File: config.mk
export PLATFORM = sky130hd
export DESIGN_NAME = rssops_core
export DESIGN_NICKNAME = d
export VERILOG_FILES = /design/src/hdl/rssops_pkg.sv /design/src/hdl/rssops_core.sv
export VERILOG_INCLUDE_DIRS = /design/src /design/src/hdl
export SDC_FILE = /design/constraint.sdc
export NUM_CORES = 1
export LEC_CHECK = 0
export BUFFER_PORTS_ARGS = -buffer_cell sky130_fd_sc_hd__buf_2
export CAP_MARGIN = 20
export CORE_ASPECT_RATIO = 0.5
export CORE_UTILIZATION = 55
export CTS_BUF_LIST = sky130_fd_sc_hd__clkbuf_16
export CTS_CLUSTER_SIZE = 12
export DETAILED_ROUTE_END_ITERATION = 8
export PLACE_DENSITY = 0.84
export SYNTH_ARGS = -nofsm -noshare
export SYNTH_HDL_FRONTEND = slang
export SYNTH_SLANG_ARGS = --single-unit
File: constraint.sdc
create_clock -name pclk -period 4.39 [get_ports pclk]
set_clock_uncertainty 0.1 [all_clocks]
set_input_delay 0.878 -clock pclk [delete_from_list [all_inputs] [get_ports pclk]]
set_output_delay 0.878 -clock pclk [all_outputs]
set_load 0.1 [all_outputs]
File: src/hdl/rssops_regs.svh
// Purpose: Register offsets, field positions and reset values of the slice.
// Assumes: APB byte addresses, one 32-bit word per register.
// Notes: Definitions only.
`ifndef RSSOPS_REGS_SVH
`define RSSOPS_REGS_SVH

// Register byte offsets
`define RSSOPS_CMD_OFF 12'h000
`define RSSOPS_WORK_OFF 12'h004
`define RSSOPS_MEM_OFF 12'h008
`define RSSOPS_STAT_OFF 12'h00C

// Command register fields
`define RSSOPS_CMD_OP_LSB 0
`define RSSOPS_CMD_OP_MSB 2
`define RSSOPS_CMD_IMM_LSB 8
`define RSSOPS_CMD_IMM_MSB 15

// Status register fields
`define RSSOPS_STAT_FLAG_MSB 5
`define RSSOPS_STAT_BUSY_BIT 8
`define RSSOPS_STAT_SKIP_BIT 9

// Data byte field of the work and memory registers
`define RSSOPS_DATA_MSB 7

// Reset values
`define RSSOPS_RDATA_RST 32'h0000_0000
`define RSSOPS_WORK_RST 8'h00
`define RSSOPS_MEM_RST 8'h00
`define RSSOPS_FLAG_RST 6'h00
`define RSSOPS_IMM_RST 8'h00

`endif

File: src/hdl/rssops_pkg.sv
// Purpose: Types shared by the rotate, subtract and skip slice.
// Assumes: Nothing beyond the register header.
// Notes: Flag struct order matches status bits 5..0.
package rssops_pkg;

  // Operation selected by the command register
  typedef enum logic [2:0] {
    RSSOPS_OP_NONE,
    RSSOPS_OP_ROT_RC_WORK,
    RSSOPS_OP_SUBB_MEM,
    RSSOPS_OP_SUBB_IMM,
    RSSOPS_OP_SUBB_TO_MEM,
    RSSOPS_OP_DEC_SKIP,
    RSSOPS_OP_DEC_WORK_SKIP
  } rssops_op_t;

  // Status flags, bit 5 down to bit 0
  typedef struct packed {
    logic chained_null_flag;
    logic signed_borrow_flag;
    logic signed_range_flag;
    logic nibble_borrow_flag;
    logic result_null_flag;
    logic borrow_inverse_bit;
  } rssops_flags_t;

  // Sequencer states
  typedef enum logic [1:0] {
    RSSOPS_IDLE,
    RSSOPS_EXEC,
    RSSOPS_DUMMY
  } rssops_state_t;

endpackage

File: src/hdl/rssops_core.sv
// Purpose: Rotate, subtract-with-borrow and decrement-skip execution slice.
// Assumes: APB slave, zero wait states; memory byte held as a register.
// Notes: A command write starts one operation; skip adds a dummy cycle.
// Notes: Writes land at the access edge; refusal is judged at setup.
// Notes: Unused op codes take one busy cycle and change nothing.
// Behaviour
// RULE1: Rotate right through borrow into work
// RULE2: Rotate writes work only, alters borrow only
// RULE3: Work minus memory minus inverted borrow
// RULE4: Borrow clear if negative, else set
// RULE5: Immediate form subtracts constant into work
// RULE6: Memory-target form writes difference to memory
// RULE7: Subtracts update all six status flags
// RULE8: Decrement memory, skip next when zero
// RULE9: Decrement-skip takes two instruction cycles; the core takes two busy cycles only on a skip, one otherwise
// RULE10: Decrement into work, memory kept, skip
// RULE11: Decrement-skip alters no flags
// RULE12: Dummy cycle changes nothing
//
// The placing of the registers and the APB interface to the registers were decided locally.
`timescale 1ns/100ps
`include "rssops_regs.svh"

module rssops_core
  import rssops_pkg::*;
(
  // Clock and reset
  input wire logic pclk,
  input wire logic presetn,
  // APB slave
  input wire logic psel,
  input wire logic penable,
  input wire logic pwrite,
  input wire logic [11:0] paddr,
  input wire logic [31:0] pwdata,
  output logic [31:0] prdata,
  output logic pready,
  output logic pslverr,
  // Core status
  output logic busy,
  output logic skip_cycle
);

  ////////////////////////////////////////////////////////////////////////
  // Declarations
  logic [7:0] work_reg, work_next;
  logic [7:0] mem_reg, mem_next;
  rssops_flags_t flag_reg, flag_next;
  rssops_op_t op_reg, op_next;
  logic [7:0] imm_reg, imm_next;
  rssops_state_t state_reg, state_next;
  logic [31:0] rdata_reg, rdata_next;
  logic err_reg, err_next;
  // Bus phase and decode strobes
  logic setup_wr, setup_rd, wr_commit, hit;
  logic refuse, cmd_start;
  // Datapath results for rotate and decrement
  logic skip_req, dec_zero, rot_borrow;
  logic [7:0] rot_res;
  // Read multiplexer words
  logic [31:0] rd_word, stat_word;
  logic [7:0] operand, sub_res, dec_src, dec_res;
  logic [8:0] diff9;
  logic [4:0] low5;
  logic sub_ov;
  rssops_flags_t sub_flags;

  ////////////////////////////////////////////////////////////////////////
  // APB phases: refusal and read data are judged at the setup edge
  assign setup_wr = psel & ~penable & pwrite;
  assign setup_rd = psel & ~penable & ~pwrite;
  assign refuse = (setup_wr & (~hit | busy)) | (setup_rd & ~hit);

  // Writes land at the access edge, and only when not refused
  assign wr_commit = psel & penable & pready & pwrite & ~err_reg;
  assign cmd_start = wr_commit & (paddr == `RSSOPS_CMD_OFF);

  // Bus and status outputs
  assign pready = 1'b1; // No wait states
  assign prdata = rdata_reg;
  assign pslverr = err_reg & penable;
  assign busy = (state_reg != RSSOPS_IDLE);
  assign skip_cycle = (state_reg == RSSOPS_DUMMY);

  always_comb
  begin
    hit = 1'b1;
    if (paddr == `RSSOPS_CMD_OFF)
      hit = 1'b1;
    else if (paddr == `RSSOPS_WORK_OFF)
      hit = 1'b1;
    else if (paddr == `RSSOPS_MEM_OFF)
      hit = 1'b1;
    else if (paddr == `RSSOPS_STAT_OFF)
      hit = 1'b1;
    else
      hit = 1'b0;
  end

  ////////////////////////////////////////////////////////////////////////
  // Subtract with borrow datapath
  always_comb
  begin
    operand = (op_reg == RSSOPS_OP_SUBB_IMM) ? imm_reg : mem_reg; // RULE5
    diff9 = {1'b0, work_reg} - {1'b0, operand}
      - {8'h00, ~flag_reg.borrow_inverse_bit}; // RULE3
    sub_res = diff9[7:0];
    low5 = {1'b0, work_reg[3:0]} - {1'b0, operand[3:0]}
      - {4'h0, ~flag_reg.borrow_inverse_bit};
    sub_ov = (work_reg[7] ^ operand[7]) & (work_reg[7] ^ sub_res[7]);
    sub_flags.borrow_inverse_bit = ~diff9[8]; // RULE4
    sub_flags.result_null_flag = (sub_res == 8'h00);
    sub_flags.nibble_borrow_flag = ~low5[4];
    sub_flags.signed_range_flag = sub_ov;
    sub_flags.signed_borrow_flag = sub_ov ^ sub_res[7];
    sub_flags.chained_null_flag = (sub_res == 8'h00) & flag_reg.chained_null_flag;
    dec_src = mem_reg;
    dec_res = dec_src - 8'h01;
  end

  ////////////////////////////////////////////////////////////////////////
  // Rotate and decrement datapath
  always_comb
  begin
    rot_res = {flag_reg.borrow_inverse_bit, mem_reg[7:1]}; // RULE1
    rot_borrow = mem_reg[0]; // RULE1
    dec_zero = (dec_res == 8'h00); // RULE8 RULE10
    skip_req = 1'b0;
    if (op_reg == RSSOPS_OP_DEC_SKIP)
      skip_req = dec_zero; // RULE8
    else if (op_reg == RSSOPS_OP_DEC_WORK_SKIP)
      skip_req = dec_zero; // RULE10
  end

  ////////////////////////////////////////////////////////////////////////
  // Layout checks: the flag struct must fill the status field exactly
  generate
    if ($bits(rssops_flags_t) != (`RSSOPS_STAT_FLAG_MSB + 1))
    begin : g_flag_width
      $error("flag struct width differs from the status flag field");
    end
    if (`RSSOPS_STAT_BUSY_BIT <= `RSSOPS_STAT_FLAG_MSB)
    begin : g_busy_place
      $error("busy bit overlaps the status flag field");
    end
    if (`RSSOPS_STAT_SKIP_BIT == `RSSOPS_STAT_BUSY_BIT)
    begin : g_skip_place
      $error("skip bit shares the busy bit");
    end
  endgenerate

  ////////////////////////////////////////////////////////////////////////
  // Sequencer next state: one execute cycle, then a dummy cycle on a skip
  always_comb
  begin
    state_next = state_reg;
    case (state_reg)
      RSSOPS_IDLE:
      begin
        if (cmd_start)
          state_next = RSSOPS_EXEC;
      end
      RSSOPS_EXEC:
      begin
        if (skip_req)
          state_next = RSSOPS_DUMMY; // RULE9
        else
          state_next = RSSOPS_IDLE;
      end
      RSSOPS_DUMMY:
        state_next = RSSOPS_IDLE; // RULE9 RULE12
      default:
        state_next = RSSOPS_IDLE;
    endcase
  end

  // Sequencer register
  always_ff @(posedge pclk or negedge presetn)
  begin
    if (!presetn)
      state_reg <= RSSOPS_IDLE;
    else
      state_reg <= state_next;
  end

  ////////////////////////////////////////////////////////////////////////
  // Register file next values: software writes when idle, results in EXEC
  always_comb
  begin
    work_next = work_reg;
    mem_next = mem_reg;
    flag_next = flag_reg;
    op_next = op_reg;
    imm_next = imm_reg;
    case (state_reg)
      RSSOPS_IDLE:
      begin
        if (wr_commit)
        begin
          if (paddr == `RSSOPS_CMD_OFF)
          begin
            op_next = rssops_op_t'(pwdata[`RSSOPS_CMD_OP_MSB:`RSSOPS_CMD_OP_LSB]);
            imm_next = pwdata[`RSSOPS_CMD_IMM_MSB:`RSSOPS_CMD_IMM_LSB];
          end
          else if (paddr == `RSSOPS_WORK_OFF)
            work_next = pwdata[`RSSOPS_DATA_MSB:0];
          else if (paddr == `RSSOPS_MEM_OFF)
            mem_next = pwdata[`RSSOPS_DATA_MSB:0];
          else if (paddr == `RSSOPS_STAT_OFF)
            flag_next = rssops_flags_t'(pwdata[`RSSOPS_STAT_FLAG_MSB:0]);
        end
      end
      RSSOPS_EXEC:
      begin
        case (op_reg)
          RSSOPS_OP_ROT_RC_WORK:
          begin
            work_next = rot_res; // RULE1 RULE2
            flag_next.borrow_inverse_bit = rot_borrow; // RULE1 RULE2
          end
          RSSOPS_OP_SUBB_MEM, RSSOPS_OP_SUBB_IMM:
          begin
            work_next = sub_res; // RULE3 RULE5
            flag_next = sub_flags; // RULE4 RULE7
          end
          RSSOPS_OP_SUBB_TO_MEM:
          begin
            mem_next = sub_res; // RULE6
            flag_next = sub_flags; // RULE4 RULE7
          end
          RSSOPS_OP_DEC_SKIP:
            mem_next = dec_res; // RULE8 RULE11
          RSSOPS_OP_DEC_WORK_SKIP:
            work_next = dec_res; // RULE10 RULE11
          default:
            op_next = op_reg; // Unused codes change nothing
        endcase
      end
      default:
        op_next = op_reg; // RULE12
    endcase
  end

  // Register file registers
  always_ff @(posedge pclk or negedge presetn)
  begin
    if (!presetn)
    begin
      work_reg <= `RSSOPS_WORK_RST;
      mem_reg <= `RSSOPS_MEM_RST;
      flag_reg <= `RSSOPS_FLAG_RST;
      op_reg <= RSSOPS_OP_NONE;
      imm_reg <= `RSSOPS_IMM_RST;
    end
    else
    begin
      work_reg <= work_next;
      mem_reg <= mem_next;
      flag_reg <= flag_next;
      op_reg <= op_next;
      imm_reg <= imm_next;
    end
  end

  ////////////////////////////////////////////////////////////////////////
  // Read multiplexer: status word gathers flags, busy and skip
  always_comb
  begin
    stat_word = `RSSOPS_RDATA_RST;
    stat_word[`RSSOPS_STAT_FLAG_MSB:0] = flag_reg;
    stat_word[`RSSOPS_STAT_BUSY_BIT] = busy;
    stat_word[`RSSOPS_STAT_SKIP_BIT] = skip_cycle;
    rd_word = `RSSOPS_RDATA_RST; // Unmapped offsets read zero
    if (paddr == `RSSOPS_CMD_OFF)
      rd_word = {16'h0000, imm_reg, 5'h00, op_reg};
    else if (paddr == `RSSOPS_WORK_OFF)
      rd_word = {24'h000000, work_reg};
    else if (paddr == `RSSOPS_MEM_OFF)
      rd_word = {24'h000000, mem_reg};
    else if (paddr == `RSSOPS_STAT_OFF)
      rd_word = stat_word;
  end

  ////////////////////////////////////////////////////////////////////////
  // Bus next values: refusal and read data are taken at the setup edge
  always_comb
  begin
    err_next = 1'b0;
    if (refuse)
      err_next = 1'b1; // Unmapped, or a write while busy
    rdata_next = rdata_reg;
    if (setup_rd)
      rdata_next = rd_word;
  end

  // Bus registers
  always_ff @(posedge pclk or negedge presetn)
  begin
    if (!presetn)
    begin
      rdata_reg <= `RSSOPS_RDATA_RST;
      err_reg <= 1'b0;
    end
    else
    begin
      rdata_reg <= rdata_next;
      err_reg <= err_next;
    end
  end

endmodule

### Yosys cells after proc, flatten, opt, wreduce, memory -nomap -nowiden

Cells that the tools add are included.

| cells by class | value |
|---|---|
| reductions and logical operators | 13 |
| muxes and demuxes | 34 |
| eq/ne operators | 23 |
| bitwise logic cells | 24 |
| $add $sub $neg | 5 |

Operators by type and width:

| cell | number |
|---|---|
| $mux 8 | 8 |
| $pmux 8 s2 | 3 |
| $mux 10 | 3 |
| $mux 6 | 5 |
| $eq 12x4->1 const B | 2 |
| $pmux 8 s3 | 1 |
| $ne 2x2->1 const B | 9 |
| $logic_not 8->1 | 2 |
| $mux 16 | 1 |
| $reduce_and 7->1 | 2 |
| $and 1x1->1 | 12 |
| $eq 12x3->1 const B | 1 |
| $logic_not 12->1 | 1 |
| $pmux 6 s2 | 1 |
| $eq 3x3->1 const B | 3 |
| $sub 8x8->9 | 1 |
| $sub 9x1->9 | 1 |
| $sub 8x1->8 const B | 1 |
| $mux 1 | 7 |
| $not 1->1 | 7 |
| $eq 3x2->1 const B | 2 |
| $reduce_and 6->1 | 1 |
| $mux 5 | 1 |
| $reduce_and 5->1 | 1 |
| 18 further kinds | 23 |

| word-level totals | value |
|---|---|
| flip-flop bits (word level) | 68 |
| logic and storage cells | 112 |

### Longest topological paths before layout

Gate-level depths: netlist (run 1).

| depth | value |
|---|---|
| depth in word-level cells | 10 |
| depth in mapped cells | 11 |
| mapped depth without buffers | 11 |

### Least setup slack after synthesis (run 1)

No wires, ideal clock.

| timing | value |
|---|---|
| kind | register -> register |
| start | register op_reg[1] |
| end | register mem_reg[6], in the netlist dec_src[6] |
| path buffers | 0 |
| data required time | 4.204 ns |
| setup slack | 1.291 ns |
| period minus slack after synthesis | 3.099 ns |
| arrival | 2.914 ns |
| cell stages (with the launch flop) | 12 |
| library setup time | 0.086 ns |
| path through | dfrtp_1 -> nor2b_1 -> nand2_1 -> mux2_2 -> ha_1 -> inv_1 -> ha_1 -> a21boi_1 -> o22ai_1 -> xor2_1 -> or3_1 -> a32oi_1 |

| between the ends | value |
|---|---|
| cells in the longest elaborated chain, start to end | 6 |
| elaborated cells between the ends (all ways) | 10 |

RTL lines:

| what | RTL line | text |
|---|---|---|
| start: declaration | rssops_core.sv:49 | `rssops_op_t op_reg, op_next;` |
| start signal: assignment | rssops_core.sv:260 | `op_reg <= op_next;` |
| $eq 3x2->1 | rssops_core.sv:104 | `operand = (op_reg == RSSOPS_OP_SUBB_IMM) ? imm_reg : mem_reg;` |
| $mux 8 | rssops_core.sv:104 |  |
| $sub 8x8->9 | rssops_core.sv:105 | `diff9 = {1'b0, work_reg} - {1'b0, operand}` |
| $sub 9x1->9 | rssops_core.sv:106 | `- {8'h00, ~flag_reg.borrow_inverse_bit};` |
| $pmux 8 s2 | rssops_core.sv:215 | `case (op_reg)` |
| $pmux 8 s2 | rssops_core.sv:195 | `case (state_reg)` |
| end signal: assignment | rssops_core.sv:250 | `` mem_reg <= `RSSOPS_MEM_RST; `` |
| end signal: assignment | rssops_core.sv:258 | `mem_reg <= mem_next;` |
| end: declaration | rssops_core.sv:47 | `logic [7:0] mem_reg, mem_next;` |

Several ways; a longest one is shown, not always the timed one.
A chain may end at the register's enable or synchronous reset.

### Worst setup path after layout (run 1)

| timing | value |
|---|---|
| start | register op_reg[0] |
| end | register flag_reg[1] in the netlist's numbering |

| between the ends | value |
|---|---|
| cells in the longest elaborated chain, start to end | 7 |
| elaborated cells between the ends (all ways) | 12 |

RTL lines:

| what | RTL line | text |
|---|---|---|
| $eq 3x2->1 | rssops_core.sv:104, rssops_core.sv:215 |  |
| $mux 8 | rssops_core.sv:104 |  |
| $sub 8x8->9 | rssops_core.sv:105 |  |
| $sub 9x1->9 | rssops_core.sv:106 |  |
| $logic_not 8->1 | rssops_core.sv:112 | `sub_flags.result_null_flag = (sub_res == 8'h00);` |
| $mux 5 | rssops_core.sv:215 |  |
| $pmux 6 s2 | rssops_core.sv:195 |  |
| end signal: assignment | rssops_core.sv:251 | `` flag_reg <= `RSSOPS_FLAG_RST; `` |
| end signal: assignment | rssops_core.sv:259 | `flag_reg <= flag_next;` |
| end: declaration | rssops_core.sv:48 | `rssops_flags_t flag_reg, flag_next;` |

Several ways; a longest one is shown, not always the timed one. The select of a mux whose other input is x is not followed.

==> results of run 1 <==
-- final timing paths --
path | to | cells past startpoint | slack [ns]
max in group asynchronous | work_reg[1] | 2 | 3.00
min reg2reg | prdata[4] | 2 | 0.38
max | flag_reg[1] | 10 | 0.68
max reg2reg | flag_reg[1] | 10 | 0.68
min | prdata[4] | 2 | 0.38
min in group asynchronous | prdata[11] | 1 | 0.39
-- synth_stat cells, types with 5 or more instances --
cell      instances  area, sq um
a211oi_1          6         45.0
mux2_2           25          282
a21oi_1          11         55.1
a22o_1            7         61.3
o31ai_1           8         60.1
nor2b_1           8         50.1
xor2_1            5         43.8
xnor2_1           7         61.3
buf_4            18          135
nand2_1          42          158
clkbuf_1         14         52.6
nor2_1           20         75.1
or3_1             5         31.3
or2_2             5         31.3
inv_1            29          109
a22oi_1           5         37.5
ha_1             16          200
o21ai_0          23          115
nor3_1           10         50.1
nand2b_1          7         43.8
nand3_1          12         60.1
dfrtp_1          52         1300
a31oi_1           5         31.3
-- critical path, stage by stage, from the launching register on --
cell and delay, ns:
dfrtp_1 0.63, nand2_1 0.38, mux2_2 0.38, ha_1 0.27, inv_1 0.04, ha_1 0.28
nor3_1 0.32, o211ai_1 0.20, a211oi_1 0.53, o2111ai_1 0.27, a31oi_1 0.22
-- kinds of logic (layout without fill, tap and decap cells) --
kind of cell | Yosys count | after routing | synth area share, %
compound gates | 100 | 100 | 18.4
xor+xnor | 12 | 12 | 2.74
fa+ha+maj | 18 | 18 | 6.27
buf+inv | 65 | 93 | 8.26
flops | 52 | 52 | 34.0
mux | 33 | 33 | 10.4
other cells | 2 | 17 | 0.196
simple gates | 139 | 139 | 19.7
-- layer usage --
layer  up-vias  wire length [um]
met2       259              4480
met3        26              1210
li1       1571                 -
met5         -                 0
met4         0               174
met1      1631              4310
-- cell type report --
| class | count | area (sq um) | area share [%] |
|---|---|---|---|
| Multi-Input combinational cell | 319 | 2270 | 53.6 |
| Sequential cell | 52 | 1300 | 30.7 |
| Timing Repair Buffer | 56 | 293 | 6.91 |
| Clock buffer | 5 | 125 | 2.95 |
| Tap cell | 92 | 115 | 2.72 |
| Inverter | 29 | 109 | 2.57 |
| Clock inverter | 3 | 22.5 | 0.532 |
-- per-stage QoR --
stage / hold WS (ns) / worst slack [ns] / cell area [sq um]
2_1_floorplan: 0.378 / 1.29 / 3890
4_1_cts: 0.382 / 0.789 / 4240
5_1_grt: 0.399 / 0.454 / 4240
3_3_place_gp: 0.360 / 0.945 / 4090
6_report: 0.377 / 0.679 / 4240
3_5_place_dp: 0.365 / 0.811 / 4090
-- power breakdown --
| group | leakage (nW) | total, W | switching, W | internal (W) |
|---|---|---|---|---|
| Clock | 0.0742 | 0.000405 | 0.000191 | 0.000214 |
| Combinational | 1.27 | 0.000140 | 0.000113 | 0.0000271 |
| Sequential | 0.669 | 0.000482 | 0.00000195 | 0.000480 |
==> flow_metrics.tcl, run 1 <==
set metrics [dict create \
    status "finished clean" \
    crit_fanout 14 \
    drt_iter0_markers 335 \
    ir_drop_mv 0.143 \
    setup_viol 0 \
    finalCriticalPeriod_ns 3.71 \
    arrival_ns 3.83 \
    dr.pass1.iters 5 \
    grt_overflow 0 \
    cp_data_required_time_ns 4.51 \
    core_area_sq_um 6700 \
    avgSynthCellArea_sq_um 9.10 \
    synth_cells 421 \
    ys_ff_latch 52 \
    via_per_inst 6.27 \
    wirelength_um 10200 \
    hold_viol 0 \
    insertedDiodeCount 0 \
    period_share_pct 84.5 \
    synth-async-reset-ratio_pct 100 \
    syn_to_final_growth_pct 10.5 \
    drc_errors 0 \
    insertion_delay_ns 0.30 \
    leakage_nw 2.02 \
    rows 21 \
    path_clk_slew_ns 0.07 \
    fp.dieArea_sq_um 7330 \
    grt_pass1_wl_um 15600 \
    critPathLaunch "op_reg[0]" \
    start_kind "flip-flop" \
    final_common_cell "dfrtp_1" \
    yosys_warnings 0 \
    tritoncts "done" \
    syn-cell-area_sq_um 3830 \
    slew_headroom_pct 40.7 \
    cts_hold_buf 0 \
    wl_per_cell_um 18.3 \
    r2r-start "op_reg[0]" \
    cts_max_path_buffers 2 \
    hold_path_class "reg2reg" \
    worst-setup-path-type "reg2reg" \
    grt_pass1_vias 3128 \
    power_w 0.00103 \
    ant_nets 0 \
    synth_ff_type "dfrtp_1" \
    grt_max_degree 35 \
    post_cts_buffers 0 \
    grt_antenna_before_repair 0 \
    cts-root-buf "clkbuf_16" \
    instances_no_fill 556 \
    top_usage_layer "met2" \
    htreeDepth 2 \
    synth.distinct_cells 62 \
    dp_hpwl_um 7310 \
    gp_congestion 0.922 \
    synth_edf_count 0 \
    grt_usage_pct 28.2 \
    die_h_um 61.0 \
    cts_resized 0 \
    endpoint_kind "flip-flop" \
    post-place-cells 548 \
    initial_core_util_pct 57.2 \
    postLayoutCoreUtil_pct 63.2 \
    powerDensity_nw_per_um2 242 \
    fillCellCount 550 \
    max_freq_ghz 0.269 \
    use_met1_pct 38.0 \
    fp.dieW_um 120 \
    layout_common_cells "dfrtp_1, buf_2, nand2_1" \
    gr-usage-met2_pct 45.4 \
    use_met3_pct 7.41 \
    final_nets 530 \
    cts.sinks 52 \
    worstMarginPinSlew_ns 0.886 \
    ys_seq_area_share_pct 34.0 \
    totalNegativeSetupSlack_ns 0 \
    ios 85 \
    io_buffers 51 \
    hold_start "prdata[4]" \
    rsz0062_at_grt "no" \
    largest_reg_flops 16 \
    final_max_slew_viol_count 0 \
    routed-via-count 3487 \
    drv_cap 0 \
    layout-drive-gt1-share_pct 22.8 \
    numCtsBuffers 5 \
]
No activity file was read; power rests on OpenSTA's default activity.
==> run 2, diff against run 1 <==
- ABC_AREA: unset -> 1
- CORE_UTILIZATION: 55 -> 56
- PLACE_DENSITY: 0.84 -> 0.85
- clock period: 4.39 -> 3.8 ns (I/O delays scaled with it)
==> flow_metrics.tcl, run 2 <==
set metrics [dict create \
    ant_nets 0 \
    hold_viol 0 \
    ys_ff_latch 52 \
    die_h_um 61.5 \
    final_nets 696 \
    avgSynthCellArea_sq_um 6.82 \
    post-place-cells 714 \
    crit_fanout 11 \
    ios 85 \
    arrival_ns 3.50 \
    period_share_pct 88.5 \
    r2r-start "op_reg[2]" \
    start_kind "flip-flop" \
    ir_drop_mv 0.168 \
    rrSetupSlack_ns 0.44 \
    final_common_cell "nand2_1" \
    ys_seq_area_share_pct 32.8 \
    cp_data_required_time_ns 3.94 \
    cts-root-buf "clkbuf_16" \
    finalCriticalPeriod_ns 3.36 \
    drt_iter0_markers 435 \
    numCtsBuffers 5 \
    post_cts_buffers 0 \
    synth_cells 581 \
    drc_errors 0 \
    insertedDiodeCount 0 \
    syn-cell-area_sq_um 3960 \
    layout_common_cells "nand2_1, inv_1, dfrtp_1" \
    crit_end "flag_reg[1]" \
    fp.dieArea_sq_um 7440 \
    insertion_delay_ns 0.30 \
    grt_overflow 0 \
    synth_top_area_cell "dfrtp_1" \
    setup_viol 0 \
    slowest_stage "dfrtp_1" \
    cts_resized 0 \
    synth_top_area_share_pct 32.8 \
    powerDensity_nw_per_um2 278 \
    r2r_cells 19 \
    worstMarginPinSlew_ns 0.817 \
    synth_edf_count 0 \
    via_per_inst 5.51 \
    rows 21 \
    initial_core_util_pct 58.7 \
    dr.pass1.iters 6 \
    critPathLaunch "op_reg[2]" \
    htreeDepth 2 \
    wl_per_cell_um 15.5 \
    grt_usage_pct 31.3 \
    cts.sinks 52 \
    hold_path_class "reg2reg" \
    layout-drive-gt1-share_pct 15.6 \
    rr_endpoint "flag_reg[1]" \
    cts_hold_buf 0 \
    tritoncts "done" \
    leakage_nw 2.42 \
    slew_headroom_pct 45.5 \
    routed-via-count 3975 \
    grt_antenna_before_repair 0 \
    rsz0062_at_grt "no" \
    fp.dieW_um 121 \
    grt_max_degree 38 \
    synth-async-reset-ratio_pct 100 \
    instances_no_fill 722 \
    core_area_sq_um 6750 \
    worst-setup-path-type "reg2reg" \
    yosys_warnings 0 \
    final_max_slew_viol_count 0 \
    cp_common_cell "nand2_1" \
    status "finished clean" \
    cts_max_path_buffers 2 \
    grt_pass1_vias 3344 \
    wirelength_um 11200 \
    crit_chain "inv_1 -> nand2_1 -> inv_1 -> nand2_1 -> buf_4 -> nor2_1 -> a21oi_1 -> ha_1 -> inv_1 -> ha_1 -> nand2_1 -> inv_1 -> a21oi_1 -> nand3_1 -> nand2_1 -> nand3_1 -> nand2_1 -> nand2_1 -> nand2_1" \
    slowest_delay_ns 0.39 \
    io_buffers 51 \
    max_freq_ghz 0.297 \
    drv_cap 0 \
    synth_ff_type "dfrtp_1" \
    totalNegativeSetupSlack_ns 0 \
    yosysMostFrequentCell "nand2_1" \
    path_clk_slew_ns 0.08 \
    endpoint_kind "flip-flop" \
    gp_congestion 1.00 \
    ys_top_cells_by_count "nand2_1, inv_1, dfrtp_1, nor2_1, o21ai_0" \
    synth.area.top_cells "dfrtp_1, nand2_1, inv_1" \
    grt_pass1_wl_um 17200 \
    largest_reg_flops 16 \
    synth.distinct_cells 42 \
    syn_to_final_growth_pct 9.95 \
    dp_hpwl_um 8510 \
]
## run 2: cell types whose count changed after synthesis, sizes merged, moves of 8 or more
cell / change
nand3: +22
mux2: -26
inv: +63
nor2b: -8
nor2: +37
o31ai: -9
clkbuf: -11
o21ai: +40
nand2: +119
a21oi: +19
## run 2: per-stage QoR
| step | total power [W] | setup slack (ns) | hold slack (ns) | instance area (sq um) | utilization (%) |
|---|---|---|---|---|---|
| finish | 0.00121 | 0.436 | 0.375 | 4360 | 64.5 |
| global route | 0.00123 | 0.0440 | 0.403 | 4360 | 64.5 |
| CTS | 0.00120 | 0.517 | 0.380 | 4360 | 64.5 |
| detailed placement | 0.000748 | 0.582 | 0.362 | 4210 | 62.4 |
| global placement | 0.000747 | 0.627 | 0.359 | 4210 | 62.4 |
| floorplan | 0.000719 | 0.888 | 0.342 | 4020 | - |
## run 2: cell type report
class / instances / area, sq um
Timing Repair Buffer: 55 / 285
Tap cell: 92 / 115
Fill cell: 617 / 2400
Inverter: 93 / 350
Multi-Input combinational cell: 422 / 2160
Clock inverter: 3 / 17.5
Clock buffer: 5 / 125
Sequential cell: 52 / 1300
## run 2: worst min path at each step
stage,cells past startpoint,startpoint,endpoint,slack [ns]
after floorplan,2,flag_reg[5],flag_reg[5],0.34
final,2,prdata[6],prdata[6],0.38
after detailed placement,2,prdata[6],prdata[6],0.36
after global placement,2,flag_reg[5],flag_reg[5],0.36
after global routing,2,prdata[6],prdata[6],0.40
after CTS,2,prdata[6],prdata[6],0.38
## run 2: where the power goes
group / leakage (nW) / switching (W) / internal (W)
sequential: 0.606 / 0.00000232 / 0.000557
combinational: 1.74 / 0.000151 / 0.0000275
clock: 0.0754 / 0.000228 / 0.000244
total: 2.42 / 0.000382 / 0.000829
## run 2: metal layers
metal	global-route usage, %	part of all wire, %	vias to the layer above	routed length [um]
li1	-	-	1908	-
met1	44.7	45	1826	5070
met2	47.3	42	213	4640
met3	7.41	11	28	1220
met4	9.88	2.2	0	249
met5	0	0	-	0
## run 2: critical path, delay by kind of cell (launching register included)
kind                     cells  cell delay [ns]
buffers and inverters        5             0.64
flip-flops                   1             0.39
adder cells (fa/ha/maj)      2             0.64
AND/OR/NAND/NOR             10             1.27
AO/OA/AOI/OAI                2             0.25
## run 2: logic make-up (layout without fill, tap and decap cells)
family | Yosys count | count (layout) | synth area share (%)
buffers and inverters | 122 | 156 | 14.0
adder cells (fa/ha/maj) | 18 | 18 | 6.06
AND/OR/NAND/NOR | 272 | 272 | 30.1
XOR/XNOR | 4 | 4 | 0.884
other | 2 | 17 | 0.190
AO/OA/AOI/OAI | 111 | 111 | 15.9
flip-flops | 52 | 52 | 32.8
==> run 3, diff against run 2 <==
- CTS_BUF_LIST: sky130_fd_sc_hd__clkbuf_16 -> unset
==> flow_metrics.tcl, run 3 (synthesis results as in run 2) <==
set metrics [dict create \
    start_kind "flip-flop" \
    postLayoutCoreUtil_pct 64.5 \
    leakage_nw 2.41 \
    grt_max_degree 38 \
    max_freq_ghz 0.297 \
    post_cts_buffers 0 \
    io_buffers 51 \
    cts.sinks 52 \
    wl_per_cell_um 15.5 \
    layout-drive-gt1-share_pct 15.6 \
    drv_cap 0 \
    final_max_slew_viol_count 0 \
    fillCellCount 617 \
    cp_data_required_time_ns 3.94 \
    power_w 0.00121 \
    worst-path-buf-inv 5 \
    totalNegativeSetupSlack_ns 0 \
    period_share_pct 88.7 \
    hold_path_class "reg2reg" \
    ant_nets 0 \
    insertion_delay_ns 0.30 \
    status "finished clean" \
    grt_antenna_before_repair 0 \
    setup_viol 0 \
    initial_core_util_pct 58.7 \
    post-place-cells 714 \
    r2r_cells 19 \
    hold_viol 0 \
    holdPathStages 2 \
    htreeDepth 2 \
    dr.pass1.iters 6 \
    ir_drop_mv 0.168 \
    finalCriticalPeriod_ns 3.37 \
    die_h_um 61.5 \
    slowest_stage "dfrtp_1" \
    worstMarginPinSlew_ns 0.814 \
    instances_no_fill 722 \
    layout_common_cells "nand2_1, inv_1, dfrtp_1" \
    rows 21 \
    path_clk_slew_ns 0.08 \
    insertedDiodeCount 0 \
    ios 85 \
    arrival_ns 3.51 \
    final_nets 696 \
    cp_common_cell "nand2_1" \
    final_common_cell "nand2_1" \
    numCtsBuffers 5 \
    worst-setup-path-type "reg2reg" \
    endpoint_kind "flip-flop" \
    core_area_sq_um 6750 \
    grt_overflow 0 \
    rrSetupSlack_ns 0.43 \
    fp.dieArea_sq_um 7440 \
    rsz0062_at_grt "no" \
    drc_errors 0 \
    worst-path-stages 19 \
    grt_pass1_wl_um 17200 \
    syn_to_final_growth_pct 9.95 \
    via_per_inst 5.50 \
    routed-via-count 3973 \
    dp_hpwl_um 8510 \
    powerDensity_nw_per_um2 278 \
    slew_headroom_pct 45.7 \
    cts_resized 0 \
    wirelength_um 11200 \
    gp_congestion 1.00 \
    crit_chain "inv_1 -> nand2_1 -> inv_1 -> nand2_1 -> buf_4 -> nor2_1 -> a21oi_1 -> ha_1 -> inv_1 -> ha_1 -> nand2_1 -> inv_1 -> a21oi_1 -> nand3_1 -> nand2_1 -> nand3_1 -> nand2_1 -> nand2_1 -> nand2_1" \
    cts-root-buf "clkbuf_16" \
    grt_pass1_vias 3344 \
    path_delay_family "simple AND/OR/NAND/NOR gates" \
    cts_hold_buf 0 \
    slowest_delay_ns 0.39 \
    largest_reg_flops 16 \
    drt_iter0_markers 508 \
    fp.dieW_um 121 \
    crit_fanout 11 \
    grt_usage_pct 31.3 \
    tritoncts "done" \
    cts_max_path_buffers 2 \
]
## run 3: changes by cell type in the layout (fill, tap and decap cells not counted)
cell / before / now
clkbuf_1: 0 / 1
inv_1: 85 / 84
## run 3: worst min-delay path, delay by kind of cell, from the launching register on
kind | cells | cell delay (ns)
flops | 1 | 0.34
simple gates | 2 | 0.10
## run 3: area by class of cell
class	instances	area (sq um)	area share, %
timing repair buffer	55	285	6.55
clock buffer	6	129	2.96
clock inverter	2	13.8	0.316
sequential	52	1300	29.9
inverter	93	350	8.04
multi-input combinational	422	2160	49.6
tap	92	115	2.64
## run 3: per-stage QoR
step	area [sq um]	hold slack, ns	setup slack [ns]
6_report	4360	0.375	0.429
5_1_grt	4360	0.403	0.0444
4_1_cts	4360	0.380	0.517
3_5_place_dp	4210	0.362	0.582
3_3_place_gp	4210	0.359	0.627
2_1_floorplan	4020	0.342	0.888
## run 3: layer usage
layer	track usage (%)	share of wire [%]	up-vias
li1	-	-	1909
met1	44.7	45	1816
met2	47.3	42	219
met3	7.41	11	29
met4	9.88	2.4	0
met5	0	0	-
## run 3: power by group
group | internal, W | switching (W) | leakage [nW] | total, W
clock network | 0.000247 | 0.000225 | 0.0712 | 0.000471
logic | 0.0000275 | 0.000151 | 1.74 | 0.000178
registers | 0.000557 | 0.00000232 | 0.606 | 0.000560
total | 0.000832 | 0.000378 | 2.41 | 0.00121
## run 3: worst paths after layout
kind	start	to
min in group asynchronous	presetn	prdata[1]
hold / removal	prdata[6]	prdata[6]
setup / recovery	op_reg[2]	flag_reg[1]
setup reg to reg	op_reg[2]	flag_reg[1]
hold reg to reg	prdata[6]	prdata[6]
max in group asynchronous	presetn	dec_src[5]
